**src/verilog/ipa_pkg.sv**
```systemverilog
// ipa_pkg: register map, reset values and timing for flash program access
package ipa_pkg;
  // register byte offsets on the AHB-Lite slave
  localparam logic [7:0] ADDR_HIGH_OFS = 8'h00;
  localparam logic [7:0] ADDR_LOW_OFS = 8'h04;
  localparam logic [7:0] READ_BYTE_OFS = 8'h08;
  localparam logic [7:0] WRITE_BYTE_OFS = 8'h0c;
  localparam logic [7:0] PULSE_TIM_OFS = 8'h10;
  localparam logic [7:0] COMMAND_OFS = 8'h14;
  localparam logic [7:0] STATUS_OFS = 8'h18;
  // command register fields
  localparam int CMD_READ_BIT = 0;
  localparam int CMD_WRITE_BIT = 1;
  localparam int CMD_PAGE_ERASE_BIT = 2;
  localparam int CMD_MASS_ERASE_BIT = 3;
  // status register fields
  localparam int STAT_BUSY_BIT = 0;
  localparam int STAT_BOOT_ROM_BIT = 1;
  // reset values
  localparam logic [7:0] ADDR_RESET = 8'h00;
  localparam logic [7:0] PULSE_TIM_RESET = 8'h7b; // 7.5 to 10 mhz setting
  // special addresses
  localparam logic [15:0] OPTION_ALIAS_ADDR = 16'hffff;
  localparam logic [15:0] OPTION_REAL_ADDR = 16'h1fff;
  localparam logic [15:0] MASS_ERASE_ADDR = 16'h0000;
  localparam logic [15:0] FLASH_RESET_VECTOR = 16'h0000;
  // boot rom size and timing
  localparam int BOOT_ROM_BYTES = 1024;
  localparam int CLK_MHZ = 250;
  localparam int PULSE_UNIT_NS = 100; // one timing step per unit
  localparam int PULSE_UNIT_CYCLES = (PULSE_UNIT_NS * CLK_MHZ) / 1000;
  typedef enum logic [3:0] {
    IPA_IDLE = 4'b0001,
    IPA_READ = 4'b0010,
    IPA_PROG = 4'b0100,
    IPA_DONE = 4'b1000
  } ipa_state_t;
endpackage

```
**src/verilog/ipa_boot_select.sv**
```systemverilog
// ipa_boot_select: picks the fetch source each time reset is released
`timescale 1ns/1ps
module ipa_boot_select (
  input wire logic clk,
  input wire logic rst,
  input wire logic boot_select_bit,
  output logic boot_from_rom,
  output logic [15:0] fetch_start_addr
);
  logic sel_meta_r;
  logic sel_sync_r;
  // ==================================================
  // option level synchroniser
  // ------------------------------------------------
  // the option level is not on our clock; two flops before any use
  always_ff @(posedge clk) begin
    sel_meta_r <= boot_select_bit;
    sel_sync_r <= sel_meta_r;
  end

  // ==================================================
  // sample on release
  // ------------------------------------------------
  // caught while rst is held, so the level at release decides; reset
  // must last three edges for a new level to get through the flops
  always_ff @(posedge clk) begin
    if (rst) begin
      boot_from_rom <= ~sel_sync_r;
    end
  end
  // flash fetches start at zero, boot rom also at zero in its own space
  always_ff @(posedge clk) begin
    if (rst) begin
      fetch_start_addr <= ipa_pkg::FLASH_RESET_VECTOR;
    end
  end
endmodule // ipa_boot_select

```
**src/verilog/ipa_flash_access.sv**
```systemverilog
// ipa_flash_access: ahb-lite register block for in-system flash access
//
// Implementation choices: the AHB-Lite slave port and the register offsets.
`timescale 1ns/1ps
module ipa_flash_access (
  input wire logic clk,
  input wire logic rst,
  // ahb-lite slave
  input wire logic hsel,
  input wire logic [31:0] haddr,
  input wire logic [1:0] htrans,
  input wire logic hwrite,
  input wire logic [2:0] hsize,
  input wire logic [31:0] hwdata,
  input wire logic hready,
  output logic [31:0] hrdata,
  output logic hreadyout,
  output logic hresp,
  // boot source
  input wire logic boot_select_bit,
  output logic boot_from_rom,
  output logic [15:0] fetch_start_addr,
  // flash array port
  output logic [15:0] flash_addr,
  output logic [7:0] flash_wdata,
  output logic flash_rd,
  output logic flash_wr,
  output logic flash_page_erase,
  output logic flash_mass_erase,
  input wire logic [7:0] flash_rdata,
  input wire logic flash_rvalid,
  // serial port activity seen by the boot routine
  input wire logic serial_cmd_pending,
  output logic serial_watch
);
  localparam int ROM_BYTES = ipa_pkg::BOOT_ROM_BYTES;
  logic [7:0] addr_high_r;
  logic [7:0] addr_low_r;
  logic [7:0] read_byte_r;
  logic [7:0] write_byte_r;
  logic [7:0] pulse_tim_r;
  logic [7:0] hidden_ctrl_r; // never decoded for bus reads
  ipa_pkg::ipa_state_t state_r;
  logic [15:0] op_addr;
  logic ph_valid_r;
  logic ph_write_r;
  logic [7:0] ph_ofs_r;
  logic start_pulse;
  logic pulse_done;
  logic busy;
  logic pend_meta_r;
  logic pend_sync_r;

  // ==================================================
  // boot source selection
  // ------------------------------------------------
  ipa_boot_select u_boot (
    .clk(clk),
    .rst(rst),
    .boot_select_bit(boot_select_bit),
    .boot_from_rom(boot_from_rom),
    .fetch_start_addr(fetch_start_addr)
  );

  // ==================================================
  // serial request synchroniser
  // ------------------------------------------------
  // the request line comes from the pin side; two flops keep a
  // metastable level off the watch output, at two cycles of delay
  always_ff @(posedge clk) begin
    pend_meta_r <= serial_cmd_pending;
    pend_sync_r <= pend_meta_r;
  end

  // boot routine only polls serial commands when running from rom
  assign serial_watch = boot_from_rom & pend_sync_r;

  // ==================================================
  // address phase capture
  // ------------------------------------------------
  // zero wait states; every transfer answers OKAY in the next cycle
  always_ff @(posedge clk) begin
    if (rst) begin
      ph_valid_r <= 1'b0;
      ph_write_r <= 1'b0;
      ph_ofs_r <= 8'h00;
    end else if (hready) begin
      ph_valid_r <= hsel & htrans[1];
      ph_write_r <= hwrite;
      ph_ofs_r <= haddr[7:0];
    end
  end

  assign hreadyout = 1'b1;
  assign hresp = 1'b0;
  assign busy = (state_r != ipa_pkg::IPA_IDLE);

  // ==================================================
  // address registers
  // ------------------------------------------------
  // only the low byte lane is used, upper write bits are dropped
  always_ff @(posedge clk) begin
    if (rst) begin
      addr_high_r <= ipa_pkg::ADDR_RESET;
      addr_low_r <= ipa_pkg::ADDR_RESET;
    end else if (ph_valid_r && ph_write_r) begin
      if (ph_ofs_r == ipa_pkg::ADDR_HIGH_OFS) begin
        addr_high_r <= hwdata[7:0];
      end else if (ph_ofs_r == ipa_pkg::ADDR_LOW_OFS) begin
        addr_low_r <= hwdata[7:0];
      end
    end
  end

  // high byte carries bits 15..8, low byte bits 7..0
  assign op_addr = {addr_high_r, addr_low_r};

  // ==================================================
  // write data and timing registers
  // ------------------------------------------------
  // write byte has no reset value; holding it is software's job
  always_ff @(posedge clk) begin
    if (ph_valid_r && ph_write_r &&
        ph_ofs_r == ipa_pkg::WRITE_BYTE_OFS) begin
      write_byte_r <= hwdata[7:0];
    end
  end

  always_ff @(posedge clk) begin
    if (rst) begin
      pulse_tim_r <= ipa_pkg::PULSE_TIM_RESET;
    end else if (ph_valid_r && ph_write_r &&
                 ph_ofs_r == ipa_pkg::PULSE_TIM_OFS) begin
      pulse_tim_r <= {1'b0, hwdata[6:0]}; // bit 7 reads zero
    end
  end

  // ==================================================
  // hidden control register
  // ------------------------------------------------
  // latches the last command written while idle; not readable from the bus
  always_ff @(posedge clk) begin
    if (rst) begin
      hidden_ctrl_r <= 8'h00;
    end else if (ph_valid_r && ph_write_r && !busy &&
                 ph_ofs_r == ipa_pkg::COMMAND_OFS) begin
      hidden_ctrl_r <= {4'h0, hwdata[3:0]};
    end
  end

  // ==================================================
  // operation sequencer
  // ------------------------------------------------
  // a command written while busy is ignored rather than queued
  always_ff @(posedge clk) begin
    if (rst) begin
      state_r <= ipa_pkg::IPA_IDLE;
    end else begin
      case (state_r)
        ipa_pkg::IPA_IDLE: begin
          if (ph_valid_r && ph_write_r &&
              ph_ofs_r == ipa_pkg::COMMAND_OFS) begin
            if (hwdata[ipa_pkg::CMD_READ_BIT]) begin
              state_r <= ipa_pkg::IPA_READ;
            end else if (|hwdata[3:1]) begin
              state_r <= ipa_pkg::IPA_PROG;
            end
          end
        end
        ipa_pkg::IPA_READ: begin
          if (flash_rvalid) begin
            state_r <= ipa_pkg::IPA_DONE;
          end
        end
        ipa_pkg::IPA_PROG: begin
          if (pulse_done) begin
            state_r <= ipa_pkg::IPA_DONE;
          end
        end
        ipa_pkg::IPA_DONE: begin
          state_r <= ipa_pkg::IPA_IDLE;
        end
        default: begin
          state_r <= ipa_pkg::IPA_IDLE;
        end
      endcase
    end
  end

  assign start_pulse = (state_r == ipa_pkg::IPA_IDLE) && ph_valid_r &&
    ph_write_r && ph_ofs_r == ipa_pkg::COMMAND_OFS &&
    !hwdata[ipa_pkg::CMD_READ_BIT] && (|hwdata[3:1]);

  // pulse width follows the timing register
  ipa_pulse_timer u_timer (
    .clk(clk),
    .rst(rst),
    .start(start_pulse),
    .steps(pulse_tim_r),
    .done(pulse_done)
  );

  // ==================================================
  // flash array strobes
  // ------------------------------------------------
  // all-ones address is redirected onto the option byte location
  always_comb begin
    if (op_addr == ipa_pkg::OPTION_ALIAS_ADDR) begin
      flash_addr = ipa_pkg::OPTION_REAL_ADDR;
    end else begin
      flash_addr = op_addr;
    end
  end

  assign flash_wdata = write_byte_r;
  assign flash_rd = (state_r == ipa_pkg::IPA_READ);
  assign flash_wr = (state_r == ipa_pkg::IPA_PROG) &&
    hidden_ctrl_r[ipa_pkg::CMD_WRITE_BIT];
  assign flash_page_erase = (state_r == ipa_pkg::IPA_PROG) &&
    hidden_ctrl_r[ipa_pkg::CMD_PAGE_ERASE_BIT];
  assign flash_mass_erase = (state_r == ipa_pkg::IPA_PROG) &&
    hidden_ctrl_r[ipa_pkg::CMD_MASS_ERASE_BIT];

  // ==================================================
  // read byte capture
  // ------------------------------------------------
  // no reset: contents are undefined until the first read
  always_ff @(posedge clk) begin
    if (state_r == ipa_pkg::IPA_READ && flash_rvalid) begin
      read_byte_r <= flash_rdata;
    end
  end

  // ==================================================
  // read mux
  // ------------------------------------------------
  // unmapped offsets, including the hidden control, read zero
  always_comb begin
    hrdata = 32'h0000_0000;
    if (ph_valid_r && !ph_write_r) begin
      if (ph_ofs_r == ipa_pkg::ADDR_HIGH_OFS) begin
        hrdata = {24'h00_0000, addr_high_r};
      end else if (ph_ofs_r == ipa_pkg::ADDR_LOW_OFS) begin
        hrdata = {24'h00_0000, addr_low_r};
      end else if (ph_ofs_r == ipa_pkg::READ_BYTE_OFS) begin
        hrdata = {24'h00_0000, read_byte_r};
      end else if (ph_ofs_r == ipa_pkg::WRITE_BYTE_OFS) begin
        hrdata = {24'h00_0000, write_byte_r};
      end else if (ph_ofs_r == ipa_pkg::PULSE_TIM_OFS) begin
        hrdata = {24'h00_0000, pulse_tim_r};
      end else if (ph_ofs_r == ipa_pkg::STATUS_OFS) begin
        hrdata = {30'h0000_0000, boot_from_rom, busy};
      end
    end
  end

  // ==================================================
  // assertions
  // ------------------------------------------------
  a_addr_reset_zero: assert property (@(posedge clk)
    rst |=> (addr_high_r == 8'h00 && addr_low_r == 8'h00))
    else $error("address registers not cleared by reset");
  a_tim_reset_val: assert property (@(posedge clk)
    rst |=> pulse_tim_r == 8'h7b)
    else $error("timing register reset value wrong");
  a_boot_rom_sel: assert property (@(posedge clk)
    (rst && !$past(boot_select_bit, 2)) |=> boot_from_rom)
    else $error("erased select bit did not pick boot rom");
  a_boot_flash_sel: assert property (@(posedge clk)
    (rst && $past(boot_select_bit, 2)) |=> (!boot_from_rom &&
      fetch_start_addr == 16'h0000))
    else $error("set select bit did not pick flash at zero");
  a_boot_hold: assert property (@(posedge clk) disable iff (rst)
    $stable(boot_from_rom))
    else $error("boot source changed outside reset");
  a_addr_map: assert property (@(posedge clk) disable iff (rst)
    (op_addr != 16'hffff) |-> flash_addr == {addr_high_r, addr_low_r})
    else $error("flash address not formed from address registers");
  a_option_alias: assert property (@(posedge clk) disable iff (rst)
    (op_addr == 16'hffff) |-> flash_addr == 16'h1fff)
    else $error("all ones address not aliased to option byte");
  a_read_capture: assert property (@(posedge clk) disable iff (rst)
    (flash_rd && flash_rvalid) |=> read_byte_r == $past(flash_rdata))
    else $error("read byte not captured");
  a_hidden_ctrl: assert property (@(posedge clk) disable iff (rst)
    (ph_valid_r && !ph_write_r && ph_ofs_r == 8'h14) |-> hrdata == 32'h0)
    else $error("hidden control register visible on bus");
  a_wdata_drive: assert property (@(posedge clk) disable iff (rst)
    flash_wr |-> flash_wdata == write_byte_r)
    else $error("write byte not driven to flash");
  a_high_lane: assert property (@(posedge clk) disable iff (rst)
    (ph_valid_r && ph_write_r && ph_ofs_r == 8'h00)
      |=> flash_addr[15:8] == $past(hwdata[7:0]) || op_addr == 16'hffff)
    else $error("high address byte misplaced");
  a_low_lane: assert property (@(posedge clk) disable iff (rst)
    (ph_valid_r && ph_write_r && ph_ofs_r == 8'h04)
      |=> addr_low_r == $past(hwdata[7:0]))
    else $error("low address byte misplaced");
  a_byte_read: assert property (@(posedge clk) disable iff (rst)
    hrdata[31:8] == 24'h0)
    else $error("upper read bits not zero");
  a_serial_watch: assert property (@(posedge clk) disable iff (rst)
    serial_watch |-> boot_from_rom)
    else $error("serial watch outside boot rom");
  a_rom_start_range: assert property (@(posedge clk) disable iff (rst)
    boot_from_rom |-> fetch_start_addr < 16'(ROM_BYTES))
    else $error("boot start address outside boot rom");
  a_busy_cmd_drop: assert property (@(posedge clk) disable iff (rst)
    (busy && ph_valid_r && ph_write_r &&
      ph_ofs_r == ipa_pkg::COMMAND_OFS) |=> $stable(hidden_ctrl_r))
    else $error("command taken while busy");
  c_read_op: cover property (@(posedge clk) disable iff (rst)
    flash_rd ##[1:20] state_r == ipa_pkg::IPA_DONE);
  c_write_op: cover property (@(posedge clk) disable iff (rst)
    flash_wr ##1 flash_wr);
  c_mass_erase: cover property (@(posedge clk) disable iff (rst)
    flash_mass_erase && op_addr == 16'h0000);
  c_option_read: cover property (@(posedge clk) disable iff (rst)
    flash_rd && op_addr == 16'hffff);
endmodule // ipa_flash_access

```
**src/verilog/ipa_pulse_timer.sv**
```systemverilog
// ipa_pulse_timer: counts the write or erase pulse width
`timescale 1ns/1ps
module ipa_pulse_timer #(
  parameter int UNIT_CYCLES = ipa_pkg::PULSE_UNIT_CYCLES
) (
  input wire logic clk,
  input wire logic rst,
  input wire logic start,
  input wire logic [7:0] steps,
  output logic done
);
  logic [15:0] unit_r;
  logic [7:0] step_r;
  logic run_r;
  // ==================================================
  // step counter
  // ------------------------------------------------
  // zero steps still takes one step so the pulse is never empty
  always_ff @(posedge clk) begin
    if (rst) begin
      run_r <= 1'b0;
      unit_r <= 16'h0000;
      step_r <= 8'h00;
      done <= 1'b0;
    end else begin
      done <= 1'b0;
      if (start) begin
        run_r <= 1'b1;
        unit_r <= 16'h0000;
        step_r <= steps;
      end else if (run_r) begin
        if (unit_r == 16'(UNIT_CYCLES - 1)) begin
          unit_r <= 16'h0000;
          if (step_r <= 8'h01) begin
            run_r <= 1'b0;
            done <= 1'b1;
          end else begin
            step_r <= step_r - 8'h01;
          end
        end else begin
          unit_r <= unit_r + 16'h0001;
        end
      end
    end
  end
endmodule // ipa_pulse_timer
```
**config.mk**
```make
export PLATFORM = sky130hd
export DESIGN_NAME = ipa_flash_access
export DESIGN_NICKNAME = d
export VERILOG_FILES = /design/src/verilog/ipa_pkg.sv /design/src/verilog/ipa_boot_select.sv /design/src/verilog/ipa_flash_access.sv /design/src/verilog/ipa_pulse_timer.sv
export SDC_FILE = /design/constraint.sdc
export NUM_CORES = 1
export LEC_CHECK = 0
export BUFFER_PORTS_ARGS = -buffer_cell sky130_fd_sc_hd__buf_2
export CAP_MARGIN = 20
export CELL_PAD_IN_SITES_DETAIL_PLACEMENT = 2
export CELL_PAD_IN_SITES_GLOBAL_PLACEMENT = 2
export CORE_UTILIZATION = 28
export CTS_BUF_LIST = sky130_fd_sc_hd__clkbuf_4 sky130_fd_sc_hd__clkbuf_8 sky130_fd_sc_hd__clkbuf_16
export CTS_CLUSTER_SIZE = 8
export DETAILED_ROUTE_END_ITERATION = 12
export GPL_TIMING_DRIVEN = 0
export HOLD_SLACK_MARGIN = 0.12
export PLACE_DENSITY_LB_ADDON = 0.1
export SLEW_MARGIN = 5
export SYNTH_ARGS = -nofsm -noshare
export SYNTH_HDL_FRONTEND = slang
export SYNTH_SLANG_ARGS = --single-unit
```
**constraint.sdc**
```tcl
create_clock -name clk -period 2.9 [get_ports clk]
set_clock_uncertainty 0.1 [all_clocks]
set_input_delay 0.29 -clock clk [delete_from_list [all_inputs] [get_ports clk]]
set_output_delay 0.29 -clock clk [all_outputs]
set_load 0.05 [all_outputs]
```
======== After elaboration in Yosys (flattened, before gate mapping) ========
Index checks and enable logic that the tools add are counted.
operators by class
  add/subtract/negate cells ............... 2
  $lt $le $gt $ge ......................... 1
  equality and inequality tests ........... 17
  mux-type cells .......................... 24
  bitwise operators ....................... 6
  reduce and logical (&&, ||, !) cells .... 29
operator list
  operator                 number
  $mux W8                  9
  $mux W16                 2
  $eq A8 B5 Y1 const B     3
  $mux W4                  5
  $add A16 B1 Y16 const B  1
  $eq A16 B16 Y1 const B   1
  $eq A16 B5 Y1 const B    1
  $eq A8 B4 Y1 const B     2
  $logic_and A1 B1 Y1      16
  $pmux W4 S3              1
  $eq A8 B3 Y1 const B     1
  $le A8 B1 Y1 const B     1
  $logic_not A8 Y1         1
  $sub A8 B1 Y8 const B    1
  $mux W7                  1
  $reduce_and A3 Y1        2
  $mux W1                  5
  $eq A4 B1 Y1 const B     1
  $eq A4 B2 Y1 const B     1
  $eq A4 B3 Y1 const B     1
  $ne A2 B1 Y1 const B     2
  $ne A2 B2 Y1 const B     2
  $ne A4 B1 Y1 const B     1
  $not A1 Y1               4
  other kinds (10)         14
storage, ports and cells
  register bits after elaboration ......... 88
  bits of input ports ..................... 85
  output and inout port bits .............. 80
  logic and storage cells ................. 98

======== Depth between registers and ports, before layout ========
Gate-level depths: netlist (run 1).
  depth after elaboration ................. 8
  mapped depth ............................ 8
  depth with buffers taken out ............ 7

======== Hierarchy ========
Synthesis (run 1) repeated with hierarchy kept, for this count alone.
second synthesis, totals
  cell total of the unflattened synthesis .. 500
  area total of the unflattened synthesis .. 4579.4 µm²
by module, submodules not included
  module            instances  cells an instance  area an instance (µm²)  sequential area each (µm²)
  ipa_flash_access  1          308                2941.6                  1321.3
  ipa_pulse_timer   1          171                1440.1                  520.5
  ipa_boot_select   1          21                 197.7                   70.1

======== Worst setup path before layout (run 1) ========
OpenSTA, ideal clock, no wires.
  path type ............................... register to output
  from .................................... register ph_ofs_r[0]
  to ...................................... output port hrdata[1]
  arrival ................................. 2847 ps
  required time ........................... 2510 ps
  path slack .............................. -337 ps
  stages on the path, launching flop included .. 7
  path buffers ............................ 1
  path through ............................ dfxtp_1 -> or4_4 -> or2_1 -> buf_2 -> nor3_1 -> o21ai_0 -> a221oi_1
on the way
  word-level cells in the longest chain between the ends .. 8
  elaborated cells on any way between the ends .. 13
  classes of those cells .................. eq/ne: 5; mux: 7; reduce/logical: 1
ends and longest elaborated chain
  element                 RTL line                 source
  from (decl)             ipa_flash_access.sv:47   logic [7:0] ph_ofs_r;
  from (signal assigned)  ipa_flash_access.sv:90   ph_ofs_r <= haddr[7:0];
  $eq A8 B5 Y1            ipa_flash_access.sv:251  end else if (ph_ofs_r == ipa_pkg::STATUS_OFS) begin
  $mux W2                 ipa_flash_access.sv:251
  $mux W7                 ipa_flash_access.sv:249  end else if (ph_ofs_r == ipa_pkg::PULSE_TIM_OFS) begin
  $mux W8                 ipa_flash_access.sv:247  end else if (ph_ofs_r == ipa_pkg::WRITE_BYTE_OFS) begin
  $mux W8                 ipa_flash_access.sv:245  end else if (ph_ofs_r == ipa_pkg::READ_BYTE_OFS) begin
  $mux W8                 ipa_flash_access.sv:243  end else if (ph_ofs_r == ipa_pkg::ADDR_LOW_OFS) begin
  $mux W8 (*)             ipa_flash_access.sv:241  if (ph_ofs_r == ipa_pkg::ADDR_HIGH_OFS) begin
  $mux W8 (*)             ipa_flash_access.sv:240  if (ph_valid_r && !ph_write_r) begin
  to (decl)               ipa_flash_access.sv:16   output logic [31:0] hrdata,
Mark *: on every way between the ends. The rest lies on a longest branch, timed or not.

======== Worst setup path in the final report (run 1) ========
  from .................................... register ph_ofs_r[7]
  to ...................................... output port hrdata[1]
The elaborated chain is that of the path after synthesis.

==> results by group, run 1 <==
Placed design
  – Dpl hpwl: 10.4 mm
  – Placed Instances: 779
  – Port Buffer Count: 70
  – Routability cong.: 0.783

Routing
  – Vias per cell: 4.62
  – Routed wire length per instance: 17.0 um
  – Initial drt markers: 106
  – DRT Wirelength: 14.0 mm
  – Detail Route Antenna Nets: 0
  – Via Count: 3801
  – First-pass DRT Iterations: 8
  – DR DRC count: 2

Yosys
  – Largest cells by area after synthesis: dfxtp_1 (32%), edfxtp_1 (12%), mux2i_1 (8.6%)
  – Ys Warns: 0
  – Post-synthesis sequential area ratio: 44.3%
  – Synth area leader: dfxtp_1
  – Synth Cell Area: 4320 sq um
  – Asr flop ratio synth: 0%
  – Synth top area share: 32.4%
  – Synth cell types: 47
  – Cells after synthesis: 479
  – Post-synth EDFFs: 17
  – Mean Syn Cell Area: 9.02 sq um
  – Flops & latches, synth: 87
  – Most used DFF post-synth: dfxtp_1

STA
  – Hold WS: 0.177 ns
  – Worst-Margin Slew: 0.684 ns
  – Minimum clock period: 2.80 ns
  – Max-slew violations: 0
  – Final Setup Violations: 0
  – Maximum clock rate: 358 MHz
  – Final Cycle Share: 96.4%
  – RSZ-0062 raised after global routing: yes
  – Fin. Hold Viols: 0
  – Relative slew slack: 54.4%

CTS
  – TritonCTS clock tree: done
  – Num CTS Buffers: 9
  – Clk buf depth: 2
  – Clk sink count: 87
  – Worst skew pair latency: 0.34 ns
  – Max H-tree Level: 3
  – CTS clock-pin slew for the worst setup and hold paths: 0.06 ns
  – Clk root buf: clkbuf_16

Die
  – DIE AREA: 15900 sq um
  – Die Width: 126 um
  – Initial Util: 28.5%
  – DIE HEIGHT: 126 um
  – Core Rows: 45
  – I/O Pins: 165
  – Core Footprint: 15100 sq um

Power and ir drop
  – VDD IR-drop max: 0.244 mV
  – Leakage: 2.51 nW
  – Power, Total: 2.84 mW
  – Cell Pwr Density: 497 nW/um^2

Critical path
  – CP endpoint kind: primary output
  – Critical path, cell by cell: or4_4 -> or2_1 -> buf_4 -> nor3_4 -> o21ai_2 -> a221oi_2 -> buf_6
  – Startpoint Class: register
  – Crit Path Max Fanout: 6
  – Worst reg2reg path depth: 6
  – Req. time, crit path: 2.51 ns
  – Critical Path AT: 2.41 ns
  – CP max stage cell: or4_4
  – CP Class: reg2out
  – CP max stage delay: 0.56 ns

Global route
  – Total gr overflow: 0
  – Initial antenna violation count: 0
  – First-pass GRT wire length: 22.4 mm
  – Largest net degree at the start of global routing: 15
  – Gr usage total: 18.6%
  – Vias in the first global route: 4057

Cells and area
  – Fraction of layout cells with a size suffix above 1: 23.5%
  – Final cell count without fillers: 822
  – Diode count: 0
  – Nets@finish: 718
  – Area Overhead vs Synth: 32.2%
  – Area of the multi-input gates: 2100 sq um
  – Area occupied by registers: 1910 sq um
  – Fin util: 37.7%
  – Fill cells: 1696

Hold path
  – Hold WC Path Type: in2reg
  – Hold Path Stages: 1

Status
  – Failing checks: design-rule violations
  – Status: finished, violations left

Job
  – Max-cap viol count: 0
[cell usage in the layout, fill, tap and decap left out, types with 3 or more instances in the layout]
cell | synthesis | routed
a211oi_1 | 5 | 5
a31oi_1 | 3 | 3
xnor2_1 | 12 | 12
buf_2 | 2 | 68
dfxtp_1 | 70 | 70
and2_1 | 6 | 6
nor2_1 | 65 | 64
o21a_1 | 3 | 3
nor2b_1 | 4 | 4
nand2_1 | 24 | 24
xor2_1 | 10 | 10
nor3_1 | 16 | 15
nor4_1 | 10 | 9
edfxtp_1 | 17 | 17
dlygate4sd3_1 | 0 | 27
mux2i_1 | 37 | 37
or2_2 | 3 | 3
and3_1 | 6 | 6
conb_1 | 2 | 42
o21ai_0 | 11 | 10
nand2b_1 | 9 | 9
ha_1 | 4 | 4
inv_1 | 12 | 12
buf_4 | 42 | 48
clkbuf_16 | 0 | 9
nand3_1 | 13 | 13
o22ai_1 | 4 | 4
clkbuf_1 | 27 | 24
a22oi_1 | 4 | 4
a21oi_1 | 19 | 19
nand4_1 | 14 | 14
[sequential cells by signal, indices dropped and copies added (netlist names)]
| name | cells |
|---|---|
| u_timer.unit_r | 16 |
| pend_meta_r | 1 |
| u_boot.boot_from_rom | 1 |
| u_timer.done | 1 |
| read_byte_r | 8 |
| u_timer.step_r | 8 |
| ph_write_r | 1 |
| addr_low_r | 8 |
| u_boot.sel_sync_r | 1 |
| ph_ofs_r | 8 |
| ph_valid_r | 1 |
| pulse_tim_r | 7 |
| pend_sync_r | 1 |
| u_boot.sel_meta_r | 1 |
| state_r | 4 |
| hidden_ctrl_r | 3 |
| addr_high_r | 8 |
| u_timer.run_r | 1 |
| flash_wdata | 8 |
[where the power goes]
part           leakage [nW]  total (mW)  switching [mW]  internal (mW)
clock                 0.153        1.20           0.490          0.713
combinational          1.64       0.377           0.252          0.124
sequential            0.721        1.26          0.0125           1.24
total                  2.51        2.84           0.754           2.08
[cell type report]
type                            count  share of cell area [%]
Buffer                             72                    7.73
Clock buffer                       11                    4.43
Timing Repair Buffer              101                    11.6
Clock inverter                      5                   0.986
Inverter                           13                   0.855
Tap cell                          188                    4.12
Sequential cell                    87                    33.5
Multi-Input combinational cell    345                    36.8
[cells in the mapped netlist, drive strengths merged, types with 3 or more instances]
library cell  count
edfxtp           17
xnor2            12
nand2b            9
inv              12
nor2             65
and3              6
ha                4
a21oi            19
nor2b             4
nand2            24
nor4             10
nor3             17
a211oi            5
xor2             10
mux2i            37
a22oi             4
nand3            13
or2               4
o21ai            11
buf              47
a31oi             3
o21a              3
nand4            14
clkbuf           27
or4               3
o22ai             4
dfxtp            70
and2              6
[per-layer routing]
metal / part of all wire, % / track usage (%) / vias up
li1: - / - / 1868
met1: 44 / 21.7 / 1853
met2: 52 / 34.1 / 71
met3: 3.0 / 4.29 / 9
met4: 1.0 / 4.75 / 0
met5: 0 / 0 / -
[cells by family after synthesis]
kind of cell / synth area share, %
AND/OR/NAND/NOR: 21.4
flip-flops: 44.3
buffers and inverters: 11.4
AO/OA/AOI/OAI: 7.50
multiplexers: 9.61
XOR/XNOR: 4.46
adder cells (fa/ha/maj): 1.16
other: 0.174
[metrics by stage]
step | setup TNS (ns) | cell area, sq um | worst slack (ns)
floorplan | 0 | 4480 | 0.114
global placement | -5.49 | 5060 | -0.508
detailed placement | 0 | 5090 | 0.0463
CTS | 0 | 5690 | 0.000399
global route | -0.0212 | 5710 | -0.0212
finish | 0 | 5710 | 0.104
[worst paths after layout]
check,start,endpoint,slack (ns)
max,ph_ofs_r[7],hrdata[1],0.10
min,hwdata[1],flash_wdata[1],0.18
max reg2reg,ph_ofs_r[3],u_timer.unit_r[11],0.31
min reg2reg,pend_meta_r,pend_sync_r,0.24
[worst max-delay path, delay by kind of cell, from the launching register on]
kind	cells	cell delay, ns
AND/OR/NAND/NOR	3	0.94
AO/OA/AOI/OAI	2	0.40
buffers and inverters	2	0.39
flip-flops	1	0.32
[repair_timing]
item	4_1_cts	5_1_grt
gates resized for setup	6	9
hold endpoints to repair	25	0
setup buffers	1	1
pin swaps	2	4
endpoints found under the setup margin	15	23
hold buffers	27	0
(Power assumes the default switching activity.)
==> inputs of run 2 (changes only) <==
- CORE_UTILIZATION: 28 -> 29
- CTS_BUF_LIST: sky130_fd_sc_hd__clkbuf_4 sky130_fd_sc_hd__clkbuf_8 sky130_fd_sc_hd__clkbuf_16 -> sky130_fd_sc_hd__clkbuf_8
==> run 2 against run 1 <==
  * The flow now finishes without violations
  * Combinational power increased by 2%
  * Fmax decreased by 0.52%
  * Sequential share of layout area increased by 0.36 points
  * Routed wire length is 1.1% higher
  * Critical path depth is the same
  * Total power shrank 7.6%
  * Global-route usage grew 0.79 points
==> results by group, run 2 (same netlist as run 1, synthesis figures left out) <==
Status
  – Status: finished clean

Power and ir drop
  – VDD IR-drop max: 0.243 mV (-0.18%)
  – Switching part of the total: 28.9% (+2.3 points)
  – Sequential share of power: 47.9% (+3.6 points)
  – Combinational group share of total power: 14.7% (+1.4 points)
  – Cell-internal power: 1.86 mW (-11%)
  – NetSw: 0.757 mW (+0.36%)
  – Cell Pwr Density: 463 nW/um^2 (-6.7%)
  – Clock power share: 37.3% (-5.1 points)
  – Leakage: 2.49 nW (-0.87%)
  – Power, Total: 2.62 mW (-7.6%)

Critical path
  – CP max stage delay: 0.56 ns (about the same)
  – Worst reg2reg path depth: 7 (+1)
  – Worst r2r src: ph_ofs_r[2]
  – Critical Path AT: 2.42 ns (about the same)
  – R2r endpoint: u_timer.unit_r[14]
  – Startpoint Class: register
  – CP max stage cell: or4_4
  – CP delay by family, top: simple AND/OR/NAND/NOR gates
  – Req. time, crit path: 2.51 ns (about the same)
  – CP endpoint kind: primary output
  – Flop2flop setup slack: 0.24 ns (-0.07 ns)
  – CP Class: reg2out
  – Critical path, cell by cell: or4_4 -> or2_1 -> buf_6 -> nor3_4 -> o21ai_2 -> a221oi_2 -> buf_6
  – CP dominant cell by count: buf_6
  – CP Buf/Inv Count: 2 (unchanged)
  – Crit Path Max Fanout: 6 (unchanged)

Routing
  – Initial drt markers: 137 (+29%)
  – Routed wire length per instance: 17.3 um (+1.3%)
  – Detail Route Antenna Nets: 0 (unchanged)
  – First-pass DRT Iterations: 4 (-4)
  – Vias per cell: 4.69 (+1.4%)
  – Via Count: 3849 (+1.3%)
  – DR DRC count: 0 (-2)
  – DRT Wirelength: 14.2 mm (+1.1%)

Placed design
  – Dpl hpwl: 10.4 mm (+0.50%)
  – Routability cong.: 0.807 (+3.0%)
  – Port Buffer Count: 70 (unchanged)

STA
  – Final Cycle Share: 96.9% (+0.50 points)
  – RSZ-0062 raised after global routing: yes
  – Minimum clock period: 2.81 ns (+0.0146 ns)
  – Worst-Margin Slew: 0.696 ns (+0.0127 ns)
  – Fin. Hold Viols: 0 (unchanged)
  – Final Setup Violations: 0 (unchanged)
  – Relative slew slack: 53.0% (-1.4 points)
  – Maximum clock rate: 356 MHz (-0.52%)
  – Max-slew violations: 0 (unchanged)

Cells and area
  – Diode count: 0 (unchanged)
  – Fraction of layout cells with a size suffix above 1: 24.5% (+0.99 points)
  – Commonest non-fill, non-tap cell in the layout: dfxtp_1
  – Most frequent cells in the layout: dfxtp_1 (69), buf_2 (66), nor2_1 (64)
  – Fill cells: 1644 (-3.1%)
  – Area Overhead vs Synth: 30.8%
  – Max reg flops: 16 (unchanged)
  – Nets@finish: 721 (+0.42%)
  – Fin util: 38.9% (+1.2 points)
  – Largest register by flop count: u_timer.unit_r

Global route
  – Largest net degree at the start of global routing: 16 (+1)
  – Initial antenna violation count: 0 (unchanged)
  – First-pass GRT wire length: 22.1 mm (-1.5%)
  – Vias in the first global route: 3994 (-1.6%)
  – Gr usage total: 19.4% (+0.79 points)
  – Total gr overflow: 0 (unchanged)

CTS
  – Worst skew pair latency: 0.38 ns (+0.04 ns)
  – Num CTS Buffers: 9 (unchanged)
  – Clk sink count: 87 (unchanged)
  – TritonCTS clock tree: done
  – Max H-tree Level: 3 (unchanged)
  – CTS clock-pin slew for the worst setup and hold paths: 0.09 ns (+0.03 ns)
  – Clk buf depth: 2 (unchanged)
  – Clk root buf: clkbuf_8

Hold path
  – Hold Path Stages: 1 (unchanged)
  – Hold_sp: hwdata[1]
  – Hold Path End: flash_wdata[1]
  – Hold WC Path Type: in2reg

Die
  – Core Footprint: 14500 sq um (-4.0%)
  – I/O Pins: 165 (unchanged)
  – DIE AREA: 15400 sq um (-3.4%)
  – Die Width: 124 um (-1.7%)
  – Core Rows: 44 (-2.2%)
  – Initial Util: 29.7% (+1.2 points)
  – DIE HEIGHT: 124 um (-1.7%)

Job
  – Max-cap viol count: 0 (unchanged)
[run 2: cell types whose count changed in the layout (fill, tap and decap cells not counted), sizes merged]
cell,delta
clkinv,-2
inv,+2
buf,+1
bufinv,+1
clkinvlp,+1
[run 2: how the worst max path moves through the flow]
stage                                 to         from  cells past startpoint  slack [ns]
after CTS                      hrdata[1]  ph_ofs_r[7]                      7       0.007
after global placement    flash_wdata[7]  ph_ofs_r[2]                      4       -0.48
after floorplan                hrdata[1]  ph_ofs_r[0]                      6        0.11
after detailed placement       hrdata[1]  ph_ofs_r[0]                      7        0.07
final                          hrdata[1]  ph_ofs_r[0]                      7        0.09
after global routing           hrdata[1]  ph_ofs_r[0]                      7      -0.002
[run 2: power by group through the flow]
| stage | clock, mW | combinational [mW] | sequential, mW |
|---|---|---|---|
| 6_report | 0.978 | 0.385 | 1.26 |
| 5_1_grt | 1.06 | 0.410 | 1.26 |
| 4_1_cts | 1.02 | 0.375 | 1.25 |
| 3_5_place_dp | 0 | 0.336 | 1.28 |
| 3_3_place_gp | 0 | 0.334 | 1.28 |
| 2_1_floorplan | 0 | 0.261 | 1.28 |
[run 2: cell type report]
type	count	area (sq um)	share of cell area, %
Multi-Input combinational cell	345	2110	37.3
Inverter	13	48.8	0.863
Clock inverter	7	95.1	1.68
Sequential cell	87	1910	33.8
Tap cell	184	230	4.07
Timing Repair Buffer	103	684	12.1
Buffer	73	452	7.99
Clock buffer	9	124	2.19
[run 2: routing by layer]
| layer | vias up | GRT usage (%) | wire length [um] |
|---|---|---|---|
| li1 | 1873 | - | - |
| met1 | 1888 | 23.0 | 6200 |
| met2 | 74 | 34.7 | 7200 |
| met3 | 14 | 4.21 | 550 |
| met4 | 0 | 5.88 | 218 |
| met5 | - | 0 | 0 |
[run 2: timing repair]
action / CTS / global route
pin swaps: 3 / 4
hold buffers: 27 / 0
setup buffers: 1 / 3
endpoints found under the setup margin: 7 / 18
gates resized for setup: 11 / 10
hold endpoints to repair: 32 / 0
[run 2: stage by stage]
| step | setup WS, ns | cell area (sq um) | hold slack [ns] | setup TNS [ns] | cells |
|---|---|---|---|---|---|
| finish | 0.0891 | 5650 | 0.146 | 0 | 821 |
| detailed placement | 0.0746 | 5080 | 0.215 | 0 | 775 |
| floorplan | 0.114 | 4480 | 0.210 | 0 | 519 |
| CTS | 0.00706 | 5610 | 0.131 | 0 | 819 |
| global route | -0.00193 | 5650 | 0.123 | -0.00193 | 821 |
| global placement | -0.484 | 5060 | 0.211 | -5.17 | 773 |
==> inputs of run 3 (changes only) <==
- SETUP_SLACK_MARGIN: unset -> 0.3
==> run 3 against run 2 <==
  * Routed wire length grew 0.78%
  * Non-clock buffer count rose by 9
  * Total power grew 1.2%
  * Critical path depth is the same
  * Sequential power hardly changed
  * Core utilization is 1.4 points higher
  * Combinational power is 11% higher
  * Via count increased by 1.0%
  * Count of clock-buffer cells in the layout did not move
  * Clock power decreased by 1%
  * Register-to-register slack gained 0.06 ns
  * Highest routed layer unchanged
==> results by group, run 3 (same netlist as run 1, synthesis figures left out) <==
Cells and area
  – Most frequent cells in the layout: dfxtp_1 (67), buf_2 (65), nor2_1 (64)
  – Commonest non-fill, non-tap cell in the layout: dfxtp_1
  – Fraction of layout cells with a size suffix above 1: 27.6% (+3.1 points)
  – Fill cells: 1610 (-2.1%)
  – Nets@finish: 730 (+1.2%)
  – Diode count: 0 (unchanged)
  – Final cell count without fillers: 830 (+1.1%)
  – Area Overhead vs Synth: 35.5%
  – Largest register by flop count: u_timer.unit_r
  – Area of the multi-input gates: 2170 sq um (+3.3%)
  – Area occupied by registers: 1920 sq um (+0.13%)
  – Final Instance Area: 5850 sq um (+3.5%)
  – Max reg flops: 16 (unchanged)

STA
  – Worst-Margin Slew: 0.721 ns (+0.0249 ns)
  – Maximum clock rate: 367 MHz (+3.1%)
  – Worst setup margin: 0.174 ns (+0.0845 ns)
  – Max-slew violations: 0 (unchanged)
  – Minimum clock period: 2.73 ns (-0.0845 ns)
  – Final Setup Violations: 0 (unchanged)
  – Relative slew slack: 51.3% (-1.7 points)
  – RSZ-0062 raised after global routing: yes
  – Hold WS: 0.173 ns (+0.0272 ns)
  – Fin. Hold Viols: 0 (unchanged)
  – Final Cycle Share: 94.0% (-2.9 points)

Critical path
  – Critical path, cell by cell: or4_4 -> or2_1 -> buf_6 -> nor3_4 -> o21ai_2 -> a221oi_4 -> buf_6
  – CP dominant cell by count: buf_6
  – Crit Path Max Fanout: 3 (-3)
  – Startpoint Class: register
  – CP delay by family, top: simple AND/OR/NAND/NOR gates
  – Req. time, crit path: 2.51 ns (about the same)
  – CP max stage cell: or4_4
  – CP max stage delay: 0.54 ns (-0.02 ns)
  – Critical Path AT: 2.34 ns (-0.08 ns)
  – CP Class: reg2out
  – CP endpoint kind: primary output
  – CP Buf/Inv Count: 2 (unchanged)

Status
  – Status: finished clean

CTS
  – Worst skew pair latency: 0.38 ns (about the same)
  – TritonCTS clock tree: done
  – Clk buf depth: 2 (unchanged)
  – Clk sink count: 87 (unchanged)
  – Max H-tree Level: 3 (unchanged)
  – Num CTS Buffers: 9 (unchanged)
  – CTS clock-pin slew for the worst setup and hold paths: 0.09 ns (about the same)
  – Clk root buf: clkbuf_8

Hold path
  – Hold WC Path Type: in2reg

Power and ir drop
  – VDD IR-drop max: 0.184 mV (-25%)
  – Cell Pwr Density: 453 nW/um^2 (-2.3%)
  – Leakage: 2.56 nW (+2.9%)

Die
  – DIE AREA: 15400 sq um (unchanged)
  – Initial Util: 29.7% (unchanged)
  – DIE HEIGHT: 124 um (unchanged)
  – Core Rows: 44 (unchanged)
  – I/O Pins: 165 (unchanged)
  – Core Footprint: 14500 sq um (unchanged)
  – Die Width: 124 um (unchanged)

Routing
  – Via Count: 3889 (+1.0%)
  – Vias per cell: 4.69 (about the same)
  – First-pass DRT Iterations: 4 (unchanged)
  – DR DRC count: 0 (unchanged)
  – Detail Route Antenna Nets: 0 (unchanged)
  – Routed wire length per instance: 17.2 um (-0.31%)
  – Initial drt markers: 132 (-3.6%)
  – DRT Wirelength: 14.3 mm (+0.78%)

Placed design
  – Placed Instances: 775 (unchanged)
  – Pre-CTS WS: -0.00951 ns (-0.0841 ns)
  – Dpl hpwl: 10.4 mm (-0.54%)
  – Routability cong.: 0.793 (-1.6%)
  – Dpl cell area: 5090 sq um (+0.12%)
  – Port Buffer Count: 70 (unchanged)

Global route
  – First-pass GRT wire length: 22.4 mm (+1.6%)
  – Initial antenna violation count: 0 (unchanged)
  – Largest net degree at the start of global routing: 16 (unchanged)
  – Gr usage total: 19.5% (+0.11 points)
  – Vias in the first global route: 4192 (+5.0%)
  – Total gr overflow: 0 (unchanged)

Job
  – Max-cap viol count: 0 (unchanged)
[run 3: cell types whose count changed in the layout (fill, tap and decap cells not counted), sizes merged]
cell,delta
buf,+9
clkdlybuf4s18,-1
clkinv,-1
clkinvlp,+1
dlygate4sd3,+1
[run 3: area by class of cell]
cell class | instances | share of cell area, %
timing repair buffer | 111 | 13.6
tap | 184 | 3.93
clock inverter | 7 | 1.62
buffer | 74 | 7.99
sequential | 87 | 32.7
multi-input combinational | 345 | 37.2
inverter | 13 | 0.834
clock buffer | 9 | 2.12
[run 3: worst register-to-register path, stage by stage, from the launching register on]
cell	delay, ns
dfxtp_2	0.33
or4_4	0.54
or2_1	0.24
buf_6	0.14
buf_12	0.12
buf_8	0.12
nor4_2	0.48
buf_4	0.25
[run 3: final timing paths]
check | start | end | slack (ns) | depth (start not counted)
worst max-delay path | ph_ofs_r[7] | hrdata[1] | 0.17 | 7
worst min-delay path | hwdata[2] | flash_wdata[2] | 0.17 | 1
worst max register to register | ph_ofs_r[7] | flash_wdata[0] | 0.30 | 7
worst min register to register | pend_meta_r | pend_sync_r | 0.23 | 0
[run 3: routing by layer]
layer | vias to the layer above | wire, um | track usage (%)
li1 | 1891 | - | -
met1 | 1901 | 6210 | 22.7
met2 | 81 | 7270 | 35.6
met3 | 16 | 552 | 4.03
met4 | 0 | 237 | 5.80
met5 | - | 0 | 0
[run 3: metrics by stage]
step,TNS [ns],power [mW],util (%)
after floorplan,0,1.54,-
after global placement,-4.89,1.62,34.9
after detailed placement,-0.00951,1.62,35.0
after CTS,0,2.67,39.7
after global routing,0,2.76,40.3
final,0,2.65,40.3
[run 3: what timing repair did]
| action | CTS | global route |
|---|---|---|
| cloned | 0 | 0 |
| setup buffers | 9 | 2 |
| hold endpoints to repair | 32 | 2 |
| resized for setup | 40 | 15 |
| pin swaps | 6 | 7 |
| setup endpoints to repair | 26 | 35 |
| hold buffers | 26 | 2 |
[run 3: where the power goes]
part	total, mW	internal [mW]	switching (mW)
Combinational	0.429	0.158	0.271
Clock	0.968	0.487	0.481
Sequential	1.25	1.24	0.0105
Total	2.65	1.89	0.763
